### src/hdl/io_range_pkg.sv
package io_range_pkg;

  localparam int          ADDR_WIDTH        = 8;
  localparam int          DATA_WIDTH        = 8;
  localparam int          IO_ADDR_WIDTH     = 16;
  localparam int          NUM_RANGES        = 2;

  // register index of range 0; range 1 follows at +4
  localparam logic [7:0]  RANGE0_BASE_LOW   = 8'h28;
  localparam logic [7:0]  RANGE0_BASE_HIGH  = 8'h29;
  localparam logic [7:0]  RANGE0_SIZE_MASK  = 8'h2a;
  localparam logic [7:0]  RANGE0_CONFIG     = 8'h2b;
  localparam logic [7:0]  RANGE1_BASE_LOW   = 8'h2c;
  localparam logic [7:0]  RANGE1_BASE_HIGH  = 8'h2d;
  localparam logic [7:0]  RANGE1_SIZE_MASK  = 8'h2e;
  localparam logic [7:0]  RANGE1_CONFIG     = 8'h2f;
  localparam logic [7:0]  RANGE_STRIDE      = 8'h04;

  localparam logic [7:0]  REG_RESET         = 8'h00;

  // size/mask field positions
  localparam int          SIZE_LSB          = 0;
  localparam int          SIZE_MSB          = 2;
  localparam int          MASK_A7_BIT       = 3;
  localparam int          MASK_A10_BIT      = 6;
  localparam int          MASK_UPPER_BIT    = 7;

  // config field positions
  localparam int          CFG_LOCAL_BIT     = 3;
  localparam int          CFG_READ_BIT      = 4;
  localparam int          CFG_WRITE_BIT     = 5;
  localparam int          CFG_MASTER_BIT    = 6;
  localparam int          CFG_STROBE_BIT    = 7;

endpackage : io_range_pkg

### src/hdl/io_range_decoder.sv
// The strobed register port is this design's own decision.
`timescale 1ns/1ns
`default_nettype none
module io_range_decoder
  import io_range_pkg::*;
(
  input  wire logic                  clock_in,
  input  wire logic                  rst_n_in,
  // register port
  input  wire logic [ADDR_WIDTH-1:0] reg_addr_in,
  input  wire logic [DATA_WIDTH-1:0] reg_wdata_in,
  input  wire logic                  reg_write_in,
  input  wire logic                  reg_read_in,
  output logic      [DATA_WIDTH-1:0] reg_rdata_out,
  // cpu cycle
  input  wire logic [15:0]           cpu_addr_in,
  input  wire logic                  cpu_io_cycle_in,
  input  wire logic                  cpu_read_in,
  input  wire logic                  cpu_write_in,
  // isa master cycle
  input  wire logic [15:0]           isa_addr_in,
  input  wire logic                  isa_io_cycle_in,
  input  wire logic                  isa_read_in,
  input  wire logic                  isa_write_in,
  // decode outputs
  output logic      [1:0]            io_range_select_out,
  output logic                       local_device_claim_out
);

  logic       rst_sync1_q;
  logic       rst_sync2_q;
  logic       rst_n;

  logic [7:0] base_low_q  [NUM_RANGES];
  logic [7:0] base_high_q [NUM_RANGES];
  logic [7:0] size_mask_q [NUM_RANGES];
  logic [7:0] config_q    [NUM_RANGES];

  logic [1:0] cpu_hit;
  logic [1:0] isa_hit;
  logic [1:0] select_d;
  logic [1:0] select_q;
  logic [1:0] claim_d;
  logic       claim_q;
  logic [7:0] rdata_q;

  // reset release through two flops
  always_ff @(posedge clock_in or negedge rst_n_in) begin
    if (!rst_n_in) begin
      rst_sync1_q <= 1'b0;
      rst_sync2_q <= 1'b0;
    end else begin
      rst_sync1_q <= 1'b1;
      rst_sync2_q <= rst_sync1_q;
    end
  end
  assign rst_n = rst_sync2_q;

  genvar g;
  generate
    for (g = 0; g < NUM_RANGES; g++) begin : g_range
      localparam logic [7:0] OFS = 8'(g * int'(RANGE_STRIDE));
      logic sel_any;
      logic cpu_rw_ok;
      logic isa_rw_ok;
      logic cpu_stb_ok;
      logic isa_stb_ok;
      logic [15:0] ref_care;
      logic [15:0] ref_base;
      logic        ref_cpu_hit;
      logic        ref_isa_hit;

      // register writes; both ranges share one layout
      always_ff @(posedge clock_in or negedge rst_n) begin
        if (!rst_n) begin
          base_low_q[g]  <= REG_RESET;
          base_high_q[g] <= REG_RESET;
          size_mask_q[g] <= REG_RESET;
          config_q[g]    <= REG_RESET;
        end else if (reg_write_in) begin
          if (reg_addr_in == RANGE0_BASE_LOW + OFS) begin
            base_low_q[g] <= reg_wdata_in;
          end else if (reg_addr_in == RANGE0_BASE_HIGH + OFS) begin
            base_high_q[g] <= reg_wdata_in;
          end else if (reg_addr_in == RANGE0_SIZE_MASK + OFS) begin
            size_mask_q[g] <= reg_wdata_in;
          end else if (reg_addr_in == RANGE0_CONFIG + OFS) begin
            config_q[g] <= reg_wdata_in;
          end
        end
      end

      io_range_match u_cpu_match (
        .base_low_in  (base_low_q[g]),
        .base_high_in (base_high_q[g]),
        .size_mask_in (size_mask_q[g]),
        .io_addr_in   (cpu_addr_in),
        .hit_out      (cpu_hit[g])
      );

      io_range_match u_isa_match (
        .base_low_in  (base_low_q[g]),
        .base_high_in (base_high_q[g]),
        .size_mask_in (size_mask_q[g]),
        .io_addr_in   (isa_addr_in),
        .hit_out      (isa_hit[g])
      );

      // bits 4/5 pick which cycle kinds may select
      assign sel_any    = config_q[g][CFG_READ_BIT] | config_q[g][CFG_WRITE_BIT];
      assign cpu_rw_ok  = (config_q[g][CFG_READ_BIT]  & cpu_read_in) |
                          (config_q[g][CFG_WRITE_BIT] & cpu_write_in);
      assign isa_rw_ok  = (config_q[g][CFG_READ_BIT]  & isa_read_in) |
                          (config_q[g][CFG_WRITE_BIT] & isa_write_in);
      // strobe mode gates with live strobe, chip select mode with cycle kind
      assign cpu_stb_ok = config_q[g][CFG_STROBE_BIT] ? cpu_rw_ok
                                                      : (sel_any & (cpu_read_in | cpu_write_in) & cpu_rw_ok);
      assign isa_stb_ok = config_q[g][CFG_STROBE_BIT] ? isa_rw_ok
                                                      : (sel_any & (isa_read_in | isa_write_in) & isa_rw_ok);

      // zero config leaves everything inactive since every term needs a set bit
      assign select_d[g] = (cpu_io_cycle_in & cpu_hit[g] & cpu_stb_ok) |
                           (config_q[g][CFG_MASTER_BIT] & isa_io_cycle_in &
                            isa_hit[g] & isa_stb_ok);
      assign claim_d[g]  = config_q[g][CFG_LOCAL_BIT] & cpu_io_cycle_in & cpu_hit[g];

      // line-by-line view of the ignore rules, kept apart from the comparator it checks
      always_comb begin
        ref_care = 16'hffff;
        for (int b = 0; b < 7; b++) begin
          if (b < int'(size_mask_q[g][SIZE_MSB:SIZE_LSB])) begin
            ref_care[b] = 1'b0;
          end
        end
        for (int m = 0; m < 4; m++) begin
          if (size_mask_q[g][MASK_A7_BIT + m]) begin
            ref_care[7 + m] = 1'b0;
          end
        end
        if (size_mask_q[g][MASK_UPPER_BIT]) begin
          ref_care[15:11] = 5'h00;
        end
      end
      assign ref_base    = {base_high_q[g], base_low_q[g]};
      assign ref_cpu_hit = (cpu_addr_in & ref_care) == (ref_base & ref_care);
      assign ref_isa_hit = (isa_addr_in & ref_care) == (ref_base & ref_care);

      // per-range checks
      AST_CPU_MATCH: assert property (@(posedge clock_in) disable iff (!rst_n)
        cpu_hit[g] == ref_cpu_hit)
        else $error("cpu match differs from size and mask fields");

      AST_ISA_MATCH: assert property (@(posedge clock_in) disable iff (!rst_n)
        isa_hit[g] == ref_isa_hit)
        else $error("isa match differs from size and mask fields");

      AST_READ_OFF: assert property (@(posedge clock_in) disable iff (!rst_n)
        (!config_q[g][CFG_READ_BIT] && !cpu_write_in && !isa_write_in) |=> !select_q[g])
        else $error("select on a read while reads disabled");

      AST_WRITE_ON: assert property (@(posedge clock_in) disable iff (!rst_n)
        (cpu_io_cycle_in && cpu_write_in && cpu_hit[g] && config_q[g][CFG_WRITE_BIT]) |=> select_q[g])
        else $error("write select missing");

      AST_MASTER_ON: assert property (@(posedge clock_in) disable iff (!rst_n)
        (isa_io_cycle_in && isa_read_in && isa_hit[g] && config_q[g][CFG_MASTER_BIT] &&
         config_q[g][CFG_READ_BIT]) |=> select_q[g])
        else $error("isa master select missing");

      AST_STROBE_GATE: assert property (@(posedge clock_in) disable iff (!rst_n)
        (config_q[g][CFG_STROBE_BIT] && !cpu_read_in && !cpu_write_in && !isa_read_in && !isa_write_in)
        |=> !select_q[g])
        else $error("strobe mode select without a strobe");

      AST_ADDR_MODE: assert property (@(posedge clock_in) disable iff (!rst_n)
        (!config_q[g][CFG_STROBE_BIT] && cpu_io_cycle_in && cpu_read_in && cpu_hit[g] &&
         config_q[g][CFG_READ_BIT]) |=> select_q[g])
        else $error("chip select mode select missing");

      AST_NO_HIT: assert property (@(posedge clock_in) disable iff (!rst_n)
        (!cpu_hit[g] && !isa_hit[g]) |=> !select_q[g])
        else $error("select without an address match");

      AST_RESERVED_ONLY: assert property (@(posedge clock_in) disable iff (!rst_n)
        (config_q[g][CFG_STROBE_BIT:CFG_LOCAL_BIT] == 5'h00) |=> !select_q[g])
        else $error("select from reserved config bits");

      AST_LOW_STORE: assert property (@(posedge clock_in) disable iff (!rst_n)
        (reg_write_in && reg_addr_in == RANGE0_BASE_LOW + OFS) |=> (base_low_q[g] == $past(reg_wdata_in)))
        else $error("base low not stored");

      AST_HIGH_STORE: assert property (@(posedge clock_in) disable iff (!rst_n)
        (reg_write_in && reg_addr_in == RANGE0_BASE_HIGH + OFS) |=> (base_high_q[g] == $past(reg_wdata_in)))
        else $error("base high not stored");

      AST_SIZE_STORE: assert property (@(posedge clock_in) disable iff (!rst_n)
        (reg_write_in && reg_addr_in == RANGE0_SIZE_MASK + OFS) |=> (size_mask_q[g] == $past(reg_wdata_in)))
        else $error("size and mask not stored");

      AST_CFG_STORE: assert property (@(posedge clock_in) disable iff (!rst_n)
        (reg_write_in && reg_addr_in == RANGE0_CONFIG + OFS) |=> (config_q[g] == $past(reg_wdata_in)))
        else $error("config not stored");

      AST_LOW_READ: assert property (@(posedge clock_in) disable iff (!rst_n)
        (reg_read_in && reg_addr_in == RANGE0_BASE_LOW + OFS) |=> (reg_rdata_out == $past(base_low_q[g])))
        else $error("base low read back wrong");

      AST_HIGH_READ: assert property (@(posedge clock_in) disable iff (!rst_n)
        (reg_read_in && reg_addr_in == RANGE0_BASE_HIGH + OFS) |=> (reg_rdata_out == $past(base_high_q[g])))
        else $error("base high read back wrong");

      AST_RESET_CLEAR: assert property (@(posedge clock_in)
        !rst_n |=> (base_low_q[g] == REG_RESET && base_high_q[g] == REG_RESET &&
                    size_mask_q[g] == REG_RESET && config_q[g] == REG_RESET))
        else $error("decoder register not cleared by reset");
    end
  endgenerate

  always_ff @(posedge clock_in or negedge rst_n) begin
    if (!rst_n) begin
      select_q <= 2'h0;
    end else begin
      select_q <= select_d;
    end
  end

  always_ff @(posedge clock_in or negedge rst_n) begin
    if (!rst_n) begin
      claim_q <= 1'b0;
    end else begin
      claim_q <= |claim_d;
    end
  end

  // read data one cycle after the read strobe; unmapped reads zero
  always_ff @(posedge clock_in or negedge rst_n) begin
    if (!rst_n) begin
      rdata_q <= 8'h00;
    end else if (reg_read_in) begin
      if (reg_addr_in == RANGE0_BASE_LOW) begin
        rdata_q <= base_low_q[0];
      end else if (reg_addr_in == RANGE0_BASE_HIGH) begin
        rdata_q <= base_high_q[0];
      end else if (reg_addr_in == RANGE0_SIZE_MASK) begin
        rdata_q <= size_mask_q[0];
      end else if (reg_addr_in == RANGE0_CONFIG) begin
        rdata_q <= config_q[0];
      end else if (reg_addr_in == RANGE1_BASE_LOW) begin
        rdata_q <= base_low_q[1];
      end else if (reg_addr_in == RANGE1_BASE_HIGH) begin
        rdata_q <= base_high_q[1];
      end else if (reg_addr_in == RANGE1_SIZE_MASK) begin
        rdata_q <= size_mask_q[1];
      end else if (reg_addr_in == RANGE1_CONFIG) begin
        rdata_q <= config_q[1];
      end else begin
        rdata_q <= 8'h00;
      end
    end else begin
      rdata_q <= 8'h00;
    end
  end

  assign reg_rdata_out          = rdata_q;
  assign io_range_select_out    = select_q;
  assign local_device_claim_out = claim_q;

  // assertions
  AST_ZERO_CFG_QUIET: assert property (@(posedge clock_in) disable iff (!rst_n)
    (config_q[0] == 8'h00) |=> !select_q[0])
    else $error("range 0 selected with zero config");

  AST_NO_MEM_SELECT: assert property (@(posedge clock_in) disable iff (!rst_n)
    (!cpu_io_cycle_in && !isa_io_cycle_in) |=> (select_q == 2'h0))
    else $error("select without an I/O cycle");

  AST_CLAIM_LOCAL: assert property (@(posedge clock_in) disable iff (!rst_n)
    (config_q[1][CFG_LOCAL_BIT] && cpu_io_cycle_in && cpu_hit[1]) |=> claim_q)
    else $error("local claim missing");

  AST_CLAIM_OFF: assert property (@(posedge clock_in) disable iff (!rst_n)
    (!config_q[0][CFG_LOCAL_BIT] && !config_q[1][CFG_LOCAL_BIT]) |=> !claim_q)
    else $error("claim without local bit");

  AST_READ_ENABLE: assert property (@(posedge clock_in) disable iff (!rst_n)
    (cpu_io_cycle_in && cpu_read_in && !cpu_write_in && cpu_hit[0] &&
     config_q[0][CFG_READ_BIT] && !isa_io_cycle_in) |=> select_q[0])
    else $error("read select missing");

  AST_WRITE_DISABLE: assert property (@(posedge clock_in) disable iff (!rst_n)
    (cpu_write_in && !cpu_read_in && !config_q[0][CFG_WRITE_BIT] &&
     !isa_io_cycle_in) |=> !select_q[0])
    else $error("write select while disabled");

  AST_MASTER_GATE: assert property (@(posedge clock_in) disable iff (!rst_n)
    (!cpu_io_cycle_in && !config_q[1][CFG_MASTER_BIT]) |=> !select_q[1])
    else $error("isa master select while disallowed");

  AST_WRITE_STORE: assert property (@(posedge clock_in) disable iff (!rst_n)
    (reg_write_in && reg_addr_in == RANGE1_BASE_LOW) |=> (base_low_q[1] == $past(reg_wdata_in)))
    else $error("base low not stored");

  AST_READ_BACK: assert property (@(posedge clock_in) disable iff (!rst_n)
    (reg_read_in && !reg_write_in && reg_addr_in == RANGE0_CONFIG) |=> (reg_rdata_out == $past(config_q[0])))
    else $error("config read back wrong");

  AST_CLAIM_CPU_ONLY: assert property (@(posedge clock_in) disable iff (!rst_n)
    !cpu_io_cycle_in |=> !claim_q)
    else $error("claim without a cpu i/o cycle");

  AST_CLAIM_RANGE0: assert property (@(posedge clock_in) disable iff (!rst_n)
    (config_q[0][CFG_LOCAL_BIT] && cpu_io_cycle_in && cpu_hit[0]) |=> claim_q)
    else $error("local claim missing on range 0");

  AST_ZERO_CFG_ALL: assert property (@(posedge clock_in) disable iff (!rst_n)
    (config_q[0] == 8'h00 && config_q[1] == 8'h00) |=> (!claim_q && select_q == 2'h0))
    else $error("output active with both configs zero");

  COV_CPU_SELECT: cover property (@(posedge clock_in) disable iff (!rst_n) select_q[0]);
  COV_ISA_SELECT: cover property (@(posedge clock_in) disable iff (!rst_n)
    isa_io_cycle_in && !cpu_io_cycle_in ##1 select_q[0]);
  COV_CLAIM: cover property (@(posedge clock_in) disable iff (!rst_n) claim_q);
  COV_STROBE_MODE: cover property (@(posedge clock_in) disable iff (!rst_n) select_q[0] && config_q[0][CFG_STROBE_BIT]);
  COV_RANGE1_SELECT: cover property (@(posedge clock_in) disable iff (!rst_n) select_q[1]);

endmodule : io_range_decoder
`default_nettype wire

### src/hdl/io_range_match.sv
`timescale 1ns/1ns
`default_nettype none
// one range comparator: base, size and mask against a 16-bit port address
module io_range_match
  import io_range_pkg::*;
(
  input  wire logic [7:0]  base_low_in,
  input  wire logic [7:0]  base_high_in,
  input  wire logic [7:0]  size_mask_in,
  input  wire logic [15:0] io_addr_in,
  output logic             hit_out
);

  logic [15:0] care;
  logic [15:0] base;
  logic [6:0]  size_ignore;

  assign base = {base_high_in, base_low_in};

  // low 2^n ports ignored, n from the size field
  assign size_ignore = 7'((8'h01 << size_mask_in[SIZE_MSB:SIZE_LSB]) - 8'h01);

  always_comb begin
    care[6:0]   = ~size_ignore;
    care[10:7]  = ~size_mask_in[MASK_A10_BIT:MASK_A7_BIT];
    care[15:11] = {5{~size_mask_in[MASK_UPPER_BIT]}};
  end

  assign hit_out = ((io_addr_in ^ base) & care) == 16'h0000;

endmodule : io_range_match
`default_nettype wire

### config.mk
export PLATFORM = sky130hd
export DESIGN_NAME = io_range_decoder
export DESIGN_NICKNAME = d
export VERILOG_FILES = /design/src/hdl/io_range_pkg.sv /design/src/hdl/io_range_decoder.sv /design/src/hdl/io_range_match.sv
export SDC_FILE = /design/constraint.sdc
export NUM_CORES = 1
export LEC_CHECK = 0
export ABC_AREA = 1
export BUFFER_PORTS_ARGS = -buffer_cell sky130_fd_sc_hd__buf_2
export CORE_MARGIN = 1
export CORE_UTILIZATION = 62
export DETAILED_ROUTE_END_ITERATION = 10
export PLACE_DENSITY = 0.88
export SLEW_MARGIN = 20
export SYNTH_ARGS = -nofsm -noshare
export SYNTH_HDL_FRONTEND = slang
export SYNTH_SLANG_ARGS = --single-unit
### constraint.sdc
create_clock -name clock_in -period 5.9 [get_ports clock_in]
set_clock_uncertainty 0.1 [all_clocks]
set_input_delay 1.475 -clock clock_in [delete_from_list [all_inputs] [get_ports clock_in]]
set_output_delay 1.475 -clock clock_in [all_outputs]
set_load 0.005 [all_outputs]
==> metrics.cfg, run 1 <==
[clock_tree]
clkLatencyLatePin_ns = 0.36
post-cts-setup-buffer-count = 0
cts_tree = done
htree_levels = 3
clk_pin_slew_worst_paths_ns = 0.08
clockRootBuffer = clkbuf_8
cts_resized = 0
numCtsBuffers = 9
clock_sinks = 77
cts_buffer_depth = 2
postCtsHoldBufs = 0

[final_layout]
area_delta_synth_final_pct = 13.8
drive_gt1_share_pct = 19.4
mostFrequentLayoutCell = nand2_1
antenna_cells = 0
fin_nets = 743
layout_common_cells = nand2_1 (159), dfrtp_1 (76), buf_2 (68), inv_1 (65), o21ai_1 (47)
finish.utilization_pct = 72.8

[die]
io_pins = 69
die_x_um = 88.5
row_count = 31
die_h_um = 88.5
start_util_pct = 63.9
dieArea_um2 = 7830
core_area_um2 = 7250

[synthesis]
yosys_warnings = 0
synth_top_cell_by_area = dfrtp_1
synth_area_per_cell_um2 = 7.51
async_reset_ff_share_pct = 100
syn_inst = 617
synth_nets = 675
synth_seq_cells = 77
syn_area_um2 = 4640
synth_top_area_share_pct = 41.6
synth_area_leaders = dfrtp_1 (42%), nand2_1 (13%), inv_1 (5.3%), o21ai_1 (5.1%), o21ai_0 (4.9%)
synth_cell_types = 31
ys_seq_area_share_pct = 41.6
synthFlopType = dfrtp_1
synth_edf_count = 0

[sta]
final.period_utilization_pct = 49.2
period_needed_ns = 2.90
hold_viol = 0
tightest_slew_ns = 0.912
setup_viol = 0
setup_tns_ns = 0
rsz0062_at_grt = no
timing.slew.headroom_pct = 39.2
max_freq_mhz = 345
maxSlewViolCount = 0

[flow_run]
max_cap_viol_count = 0

[setup_path]
cpPeakStageDelay_ns = 0.29
critPathMaxFanout = 29
crit_required_ns = 6.04
startpoint_type = primary input
cp_top_family = simple AND/OR/NAND/NOR gates
slowest_stage = buf_4
crit_arrival_ns = 3.04
timing_worst_setup_path_type = primary input to register
crit_buf_inv = 4
critPathCaptureType = register
cp_cell_sequence = buf_2 -> inv_1 -> nand2_1 -> nor2_2 -> buf_4 -> nand2_2 -> nor2_4 -> inv_1 -> nand2_1 -> nor2_1 -> o21ai_1 -> a21oi_1

[power_and_ir_drop]
p_comb_share_pct = 12.6
power.share.sequential_pct = 46.8
p_sw_mw = 0.337
p_int_mw = 0.902
swShare_pct = 27.2
clkPwrFrac_pct = 40.6
power_density_nw_per_um2 = 235
ir_drop_uv = 164
p_leak_nw = 2.63

[routing]
drtAntennaViolNets = 0
drtIter0Drc = 401
routed_via_density = 5.84
first_pass_iters = 7
wl_per_cell_um = 17.6
vias = 4609
drt-total-wl_um = 13900
drc_errors = 0

[placement]
portBuffers = 68
hpwlAfterDp_um = 10300
place_congestion = 0.949

[global_routing]
grt_max_degree = 76
grt_pass1_vias = 4228
grt_pass1_wl_um = 21700
grt_overflow = 0
antenna_found_initial = 0
use_met1_pct = 51.9
met2_usage_pct = 61.0
grt_usage_pct = 38.6
grt_busiest_layer = met2
met3_usage_pct = 5.88

[worst_hold_path]
hold_class = register to register

[run_status]
status = completed

==> layout make-up <==
type | instances | area (um^2)
repair buffers | 70 | 355
inverters | 73 | 274
clock inverters | 5 | 106
multi-input cells | 454 | 2350
flip-flops and latches | 77 | 1930
clock buffers | 11 | 141
well taps | 99 | 124
fillers | 624 | 1980
==> sequential cells by signal, summed over array words and instances (netlist names) <==
signal,flops
size_mask_q,16
base_low_q,16
io_range_select_out,2
reg_rdata_out,8
base_high_q,16
config_q,16
rst_n,1
local_device_claim_out,1
rst_sync1_q,1
==> cell families after synthesis <==
group | count (synthesis) | share of synthesized area (%)
xor+xnor | 29 | 5.48
compound gates | 141 | 16.3
other cells | 1 | 0.0809
flops | 77 | 41.6
simple gates | 283 | 28.8
buf+inv | 86 | 7.77
==> worst register-to-register path: cells and delay by family (launching register included) <==
kind,cells,cell delay [ns]
and+or+nand+nor,7,0.88
AOI/OAI and AO/OA,1,0.17
DFF,1,0.48
==> metal layers <==
| metal | part of all wire [%] | vias up |
|---|---|---|
| met5 | 0 | - |
| met4 | 4.6 | 0 |
| met3 | 9.0 | 52 |
| met2 | 47 | 231 |
| met1 | 39 | 2153 |
| li1 | - | 2173 |
==> power groups by stage <==
stage                     Clock, mW  Sequential, mW  Combinational (mW)
after global routing          0.526           0.583               0.175
after global placement            0           0.588               0.149
after detailed placement          0           0.589               0.154
final                         0.502           0.580               0.156
after CTS                     0.503           0.579               0.155
after floorplan                   0           0.585              0.0906
==> through the flow <==
| step | setup slack, ns | power (mW) | hold WS (ns) | instances | cell area, um^2 |
|---|---|---|---|---|---|
| after global placement | 2.74 | 0.737 | 0.244 | 773 | 5030 |
| after CTS | 3.03 | 1.24 | 0.267 | 789 | 5280 |
| after floorplan | 3.23 | 0.675 | 0.231 | 617 | 4640 |
| after global routing | 2.85 | 1.28 | 0.277 | 789 | 5280 |
| final | 3.00 | 1.24 | 0.267 | 789 | 5280 |
| after detailed placement | 2.66 | 0.743 | 0.248 | 773 | 5030 |
==> worst paths after layout <==
kind | start | endpoint | slack [ns] | depth (start not counted)
setup / recovery | reg_addr_in[4] | reg_rdata_out[0] | 3.00 | 12
hold / removal | rst_sync1_q | rst_n | 0.27 | 0
setup reg to reg | size_mask_q[2] | local_device_claim_out | 4.23 | 8
hold reg to reg | rst_sync1_q | rst_n | 0.27 | 0
max in group asynchronous | rst_n | size_mask_q[11] | 4.71 | 1
min in group asynchronous | rst_n | config_q[2] | 0.39 | 1
==> synthesized netlist by cell type (6+ instances only) <==
cell type and count:
nand2_1 159, dfrtp_1 77, inv_1 65, o21ai_1 47
o21ai_0 45, nand3_1 34, a21oi_1 31, nand4_1 25
nor2_1 25, xnor2_1 19, xor2_1 10, buf_2 9
or2_2 9, inv_2 8, nand2_2 8, o21ai_2 8
o22ai_1 7, nor3_1 6
Power figures use the tool's default switching activity.
==> inputs of run 2 (changes only) <==
- CORE_UTILIZATION: 62 -> 58
- PLACE_DENSITY: 0.88 -> 0.83
- clock period: 5.9 -> 2.8 ns (I/O delays scaled with it)
==> run 2 against run 1 <==
Via count shrank 2.2%. First-iteration DRC count shrank 16%. Cell area shrank 0.95%. Combinational power grew 110%. Critical path type unchanged.
==> metrics.cfg, run 2 (synthesis results as in run 1) <==
[run_status]
status = completed

[sta]
rsz0062_at_grt = no
maxSlewViolCount = 0  ; unchanged
max_freq_mhz = 516
fin_ws_ns = 0.864  ; -2.14 ns
hold_viol = 0  ; unchanged
setup_viol = 0  ; unchanged
tightest_slew_ns = 0.746  ; -0.166 ns
setup_tns_ns = 0  ; unchanged
final.period_utilization_pct = 69.2
timing.slew.headroom_pct = 50.3  ; +11 points
period_needed_ns = 1.94

[final_layout]
seq_area_um2 = 1930  ; unchanged
area_delta_synth_final_pct = 12.8
antenna_cells = 0  ; unchanged
mostFrequentLayoutCell = nand2_1
fin_nets = 743  ; unchanged
layout_common_cells = nand2_1 (159), dfrtp_1 (76), buf_2 (68), inv_1 (65), o21ai_1 (47)
fillers = 671  ; +7.5%
drive_gt1_share_pct = 19.6  ; +0.14 points
multiInputGateArea_um2 = 2350  ; unchanged

[routing]
first_pass_iters = 4  ; -3
wl_per_cell_um = 17.7  ; +0.14%
drtIter0Drc = 337  ; -16%
routed_via_density = 5.69  ; -2.6%
drtAntennaViolNets = 0  ; unchanged
drc_errors = 0  ; unchanged
drt-total-wl_um = 14000  ; +0.52%
vias = 4508  ; -2.2%

[power_and_ir_drop]
swShare_pct = 31.2  ; +4.0 points
power.share.sequential_pct = 52.5  ; +5.7 points
ir_drop_uv = 267  ; +62%
p_sw_mw = 0.732  ; +120%
power_density_nw_per_um2 = 449  ; +91%
p_comb_share_pct = 13.7  ; +1.1 points
p_int_mw = 1.62  ; +79%
clkPwrFrac_pct = 33.8  ; -6.8 points
p_leak_nw = 2.61  ; -1.0%

[worst_hold_path]
hold_class = primary input to asynchronous set/reset pin

[die]
core_area_um2 = 7730  ; +6.5%
dieArea_um2 = 8350  ; +6.7%
die_x_um = 91.4  ; +3.3%
row_count = 32  ; +3.2%
io_pins = 69  ; unchanged
die_h_um = 91.4  ; +3.3%
start_util_pct = 60.0  ; -3.9 points

[setup_path]
critPathCaptureType = register
reg2reg_slack_ns = 1.12  ; -3.11 ns
timing_worst_setup_path_type = primary input to register
startpoint_type = primary input
r2r_start = base_high_q[14]
crit_end = reg_rdata_out[4]
r2r_cells = 6  ; -2
crit_path_start = reg_addr_in[4]
critPathMaxFanout = 28  ; -3.4%
crit_required_ns = 2.99  ; -3.05 ns
crit_arrival_ns = 2.13  ; -0.91 ns
rr_endpoint = io_range_select_out[0]

[clock_tree]
cts_tree = done
post-cts-setup-buffer-count = 0  ; unchanged
cts_buffer_depth = 2  ; unchanged
htree_levels = 3  ; unchanged
postCtsHoldBufs = 0  ; unchanged
clock_sinks = 77  ; unchanged
clockRootBuffer = clkbuf_8
clk_pin_slew_worst_paths_ns = 0.09  ; about the same
cts_resized = 0  ; unchanged
clkLatencyLatePin_ns = 0.36  ; about the same
numCtsBuffers = 9  ; unchanged

[global_routing]
grt_pass1_wl_um = 22100  ; +1.9%
grt_pass1_vias = 4237  ; +0.21%
antenna_found_initial = 0  ; unchanged
grt_max_degree = 44  ; -42%
grt_usage_pct = 35.6  ; -3.1 points
grt_overflow = 0  ; unchanged

[placement]
hpwlAfterDp_um = 10600  ; +3.3%
portBuffers = 68  ; unchanged
post-place-ws_ns = 0.524  ; -2.14 ns
place_congestion = 1.05  ; +10%

[flow_run]
max_cap_viol_count = 0  ; unchanged

-- run 2: changes by cell type in the layout (fill, tap and decap cells not counted), sizes merged --
cell	change
bufinv	-3
clkbuf	-2
clkinv	+2
inv	+2
clkinvlp	+1
-- run 2: worst min-delay path by stage --
| stage | depth (start not counted) | to | slack [ns] | start |
|---|---|---|---|---|
| after global placement | 0 | base_high_q[5] | 0.24 | rst_n |
| final | 1 | rst_n | 0.002 | rst_n_in |
| after global routing | 1 | rst_n | 0.002 | rst_n_in |
| after detailed placement | 0 | rst_n | 0.24 | rst_sync1_q |
| after floorplan | 0 | rst_n | 0.23 | rst_sync1_q |
| after CTS | 1 | rst_n | 0.0003 | rst_n_in |
-- run 2: metal layers --
metal	vias to the layer above	part of all wire, %	GRT usage [%]
met4	0	4.7	18.7
met3	47	7.4	4.44
met2	212	45	54.4
met1	2079	43	49.5
met5	-	0	0
li1	2170	-	-
-- run 2: worst max-delay path, cell delays in order --
cell,delay (ns)
buf_2,0.09
inv_1,0.04
nand2_1,0.05
nor2_2,0.13
buf_4,0.31
nand3_2,0.21
o21ai_0,0.21
nor2_1,0.11
nand2_1,0.08
nand2_1,0.07
a21oi_1,0.12
-- run 2: area by class of cell --
cell class                 count  share of cell area, %
tap                          102                   2.44
inverter                      73                   5.24
clock buffer                   9                   2.37
multi-input combinational    454                   44.9
timing repair buffer          70                   7.04
sequential                    77                   36.9
clock inverter                 7                   1.10
-- run 2: power groups by stage --
| stage | clock [mW] | combinational [mW] | sequential [mW] |
|---|---|---|---|
| final | 0.794 | 0.321 | 1.23 |
| after global routing | 0.839 | 0.359 | 1.24 |
| after CTS | 0.796 | 0.319 | 1.23 |
| after detailed placement | 0 | 0.318 | 1.25 |
| after global placement | 0 | 0.308 | 1.25 |
| after floorplan | 0 | 0.191 | 1.23 |
-- run 2: metrics by stage --
step	util, %	cell area (um^2)	power, mW	instances	hold WS, ns
floorplan	-	4640	1.42	617	0.231
global route	67.6	5230	2.44	792	0.00188
global placement	65.3	5050	1.56	776	0.238
finish	67.6	5230	2.35	792	0.00250
detailed placement	65.3	5050	1.57	776	0.242
CTS	67.6	5230	2.34	792	0.000316
==> inputs of run 3 (changes only) <==
- clock period: 2.8 -> 1.9 ns (I/O delays scaled with it)
==> run 3 against run 2 <==
Cell count is 1.3% higher. Via count is 1.6% higher. Critical path depth is 3 lower. Core utilization is 1.0 points higher. Clock-buffer cell count stayed put. Non-clock buffer count is 10 higher. Critical endpoint is now local_device_claim_out.
==> metrics.cfg, run 3 (synthesis results as in run 1) <==
[setup_path]
startpoint_type = register
critPathCaptureType = register
cp_cell_sequence = o21ai_0 -> nand2_1 -> nand2_1 -> nor3_1 -> nand2_1 -> nor2_1 -> nand3_1 -> nand2_1
cpPeakStageDelay_ns = 0.51  ; +0.20 ns
cp_top_family = simple AND/OR/NAND/NOR gates
crit_arrival_ns = 1.91  ; -0.22 ns
timing_worst_setup_path_type = register to register
crit_required_ns = 2.11  ; -0.88 ns
crit_buf_inv = 0  ; -3
slowest_stage = dfrtp_1
critPathMaxFanout = 7  ; -75%
cpMostUsedCell = nand2_1

[power_and_ir_drop]
ir_drop_uv = 387  ; +45%
clkPwrFrac_pct = 34.0  ; +0.2 points
p_leak_nw = 2.66  ; +1.9%
power_density_nw_per_um2 = 657  ; +46%
power.share.sequential_pct = 51.7  ; -0.8 points
swShare_pct = 31.4  ; +0.21 points
p_comb_share_pct = 14.3  ; +0.6 points
p_int_mw = 2.39  ; +48%
p_sw_mw = 1.09  ; +49%

[routing]
first_pass_iters = 5  ; +1
drtAntennaViolNets = 0  ; unchanged
drtIter0Drc = 324  ; -3.9%
wl_per_cell_um = 17.4  ; -1.7%
vias = 4580  ; +1.6%
drt-total-wl_um = 13900  ; -0.43%
routed_via_density = 5.71  ; +0.33%
drc_errors = 0  ; unchanged

[die]
die_h_um = 91.4  ; unchanged
dieArea_um2 = 8350  ; unchanged
die_x_um = 91.4  ; unchanged
core_area_um2 = 7730  ; unchanged
start_util_pct = 60.0  ; unchanged
row_count = 32  ; unchanged
io_pins = 69  ; unchanged

[final_layout]
area_delta_synth_final_pct = 14.4
antenna_cells = 0  ; unchanged
instances_no_fill = 802  ; +1.3%
fin_nets = 753  ; +1.3%
layout_common_cells = nand2_1 (159), dfrtp_1 (76), buf_2 (68), inv_1 (65), o21ai_1 (47)
drive_gt1_share_pct = 20.6  ; +1.0 points
mostFrequentLayoutCell = nand2_1

[sta]
final.period_utilization_pct = 89.1
tightest_slew_ns = 0.526  ; -0.220 ns
setup_viol = 0  ; unchanged
hold_ws_ns = 0.193  ; +0.190 ns
period_needed_ns = 1.69
maxSlewViolCount = 0  ; unchanged
rsz0062_at_grt = no
hold_viol = 0  ; unchanged
setup_tns_ns = 0  ; unchanged
timing.slew.headroom_pct = 64.9  ; +15 points
max_freq_mhz = 591

[global_routing]
grt_overflow = 0  ; unchanged
grt_pass1_vias = 4361  ; +2.9%
grt_max_degree = 76  ; +73%
grt_pass1_wl_um = 22100  ; about the same
grt_usage_pct = 35.5  ; -0.14 points
antenna_found_initial = 0  ; unchanged

[clock_tree]
clock_sinks = 77  ; unchanged
clk_pin_slew_worst_paths_ns = 0.10  ; about the same
cts_tree = done
clkLatencyLatePin_ns = 0.37  ; about the same
cts_buffer_depth = 2  ; unchanged
htree_levels = 3  ; unchanged
numCtsBuffers = 9  ; unchanged
clockRootBuffer = clkbuf_8
post-cts-setup-buffer-count = 0  ; unchanged

[flow_run]
max_cap_viol_count = 0  ; unchanged

[placement]
dp_cells = 785  ; +1.2%
portBuffers = 68  ; unchanged
hpwlAfterDp_um = 10600  ; -0.27%
place_congestion = 0.989  ; -5.6%

[worst_hold_path]
hold_class = register to asynchronous set/reset pin

[run_status]
status = completed

run 3: path summary, 6_finish.rpt:
check / start / endpoint / slack (ns) / cells after the start
setup / recovery: size_mask_q[1] / local_device_claim_out / 0.21 / 8
hold / removal: rst_n / config_q[4] / 0.19 / 1
setup reg to reg: size_mask_q[1] / local_device_claim_out / 0.21 / 8
hold reg to reg: rst_n / config_q[4] / 0.19 / 1
max in group asynchronous: rst_n / reg_rdata_out[3] / 1.17 / 1
min in group clock_in: rst_sync1_q / rst_n / 0.26 / 0
run 3: power by group through the flow:
| stage | Sequential [mW] | Clock (mW) | Combinational [mW] |
|---|---|---|---|
| after detailed placement | 1.83 | 0 | 0.492 |
| final | 1.80 | 1.18 | 0.499 |
| after floorplan | 1.82 | 0 | 0.281 |
| after global routing | 1.81 | 1.24 | 0.558 |
| after CTS | 1.79 | 1.19 | 0.496 |
| after global placement | 1.82 | 0 | 0.477 |
run 3: stage by stage:
step                util (%)  power [mW]  instance area [um^2]  setup WS (ns)
CTS                     68.7        3.48                  5310          0.255
global placement        66.2        2.30                  5110         0.0277
floorplan                  -        2.10                  4640          0.228
global route            68.7        3.61                  5310          0.103
detailed placement      66.2        2.32                  5110        -0.0137
finish                  68.7        3.48                  5310          0.208
run 3: final cells by class:
| type | instances | area [um^2] |
|---|---|---|
| tap | 102 | 128 |
| timing repair buffer | 80 | 445 |
| clock inverter | 7 | 57.6 |
| inverter | 73 | 274 |
| clock buffer | 9 | 124 |
| sequential | 77 | 1930 |
| multi-input combinational | 454 | 2350 |
| fill | 656 | 2420 |
run 3: layer usage:
layer | wire length [um] | vias to the layer above | track usage [%] | share of wire, %
li1 | - | 2201 | - | -
met1 | 5800 | 2120 | 47.1 | 42
met2 | 6450 | 221 | 56.2 | 46
met3 | 1170 | 38 | 6.28 | 8.4
met4 | 504 | 0 | 16.7 | 3.6
met5 | 0 | - | 0 | 0
run 3: timing repair:
action | in CTS | in global routing
hold buffers | 1 | 0
hold endpoints to repair | 2 | 0
gates resized for setup | 0 | 0
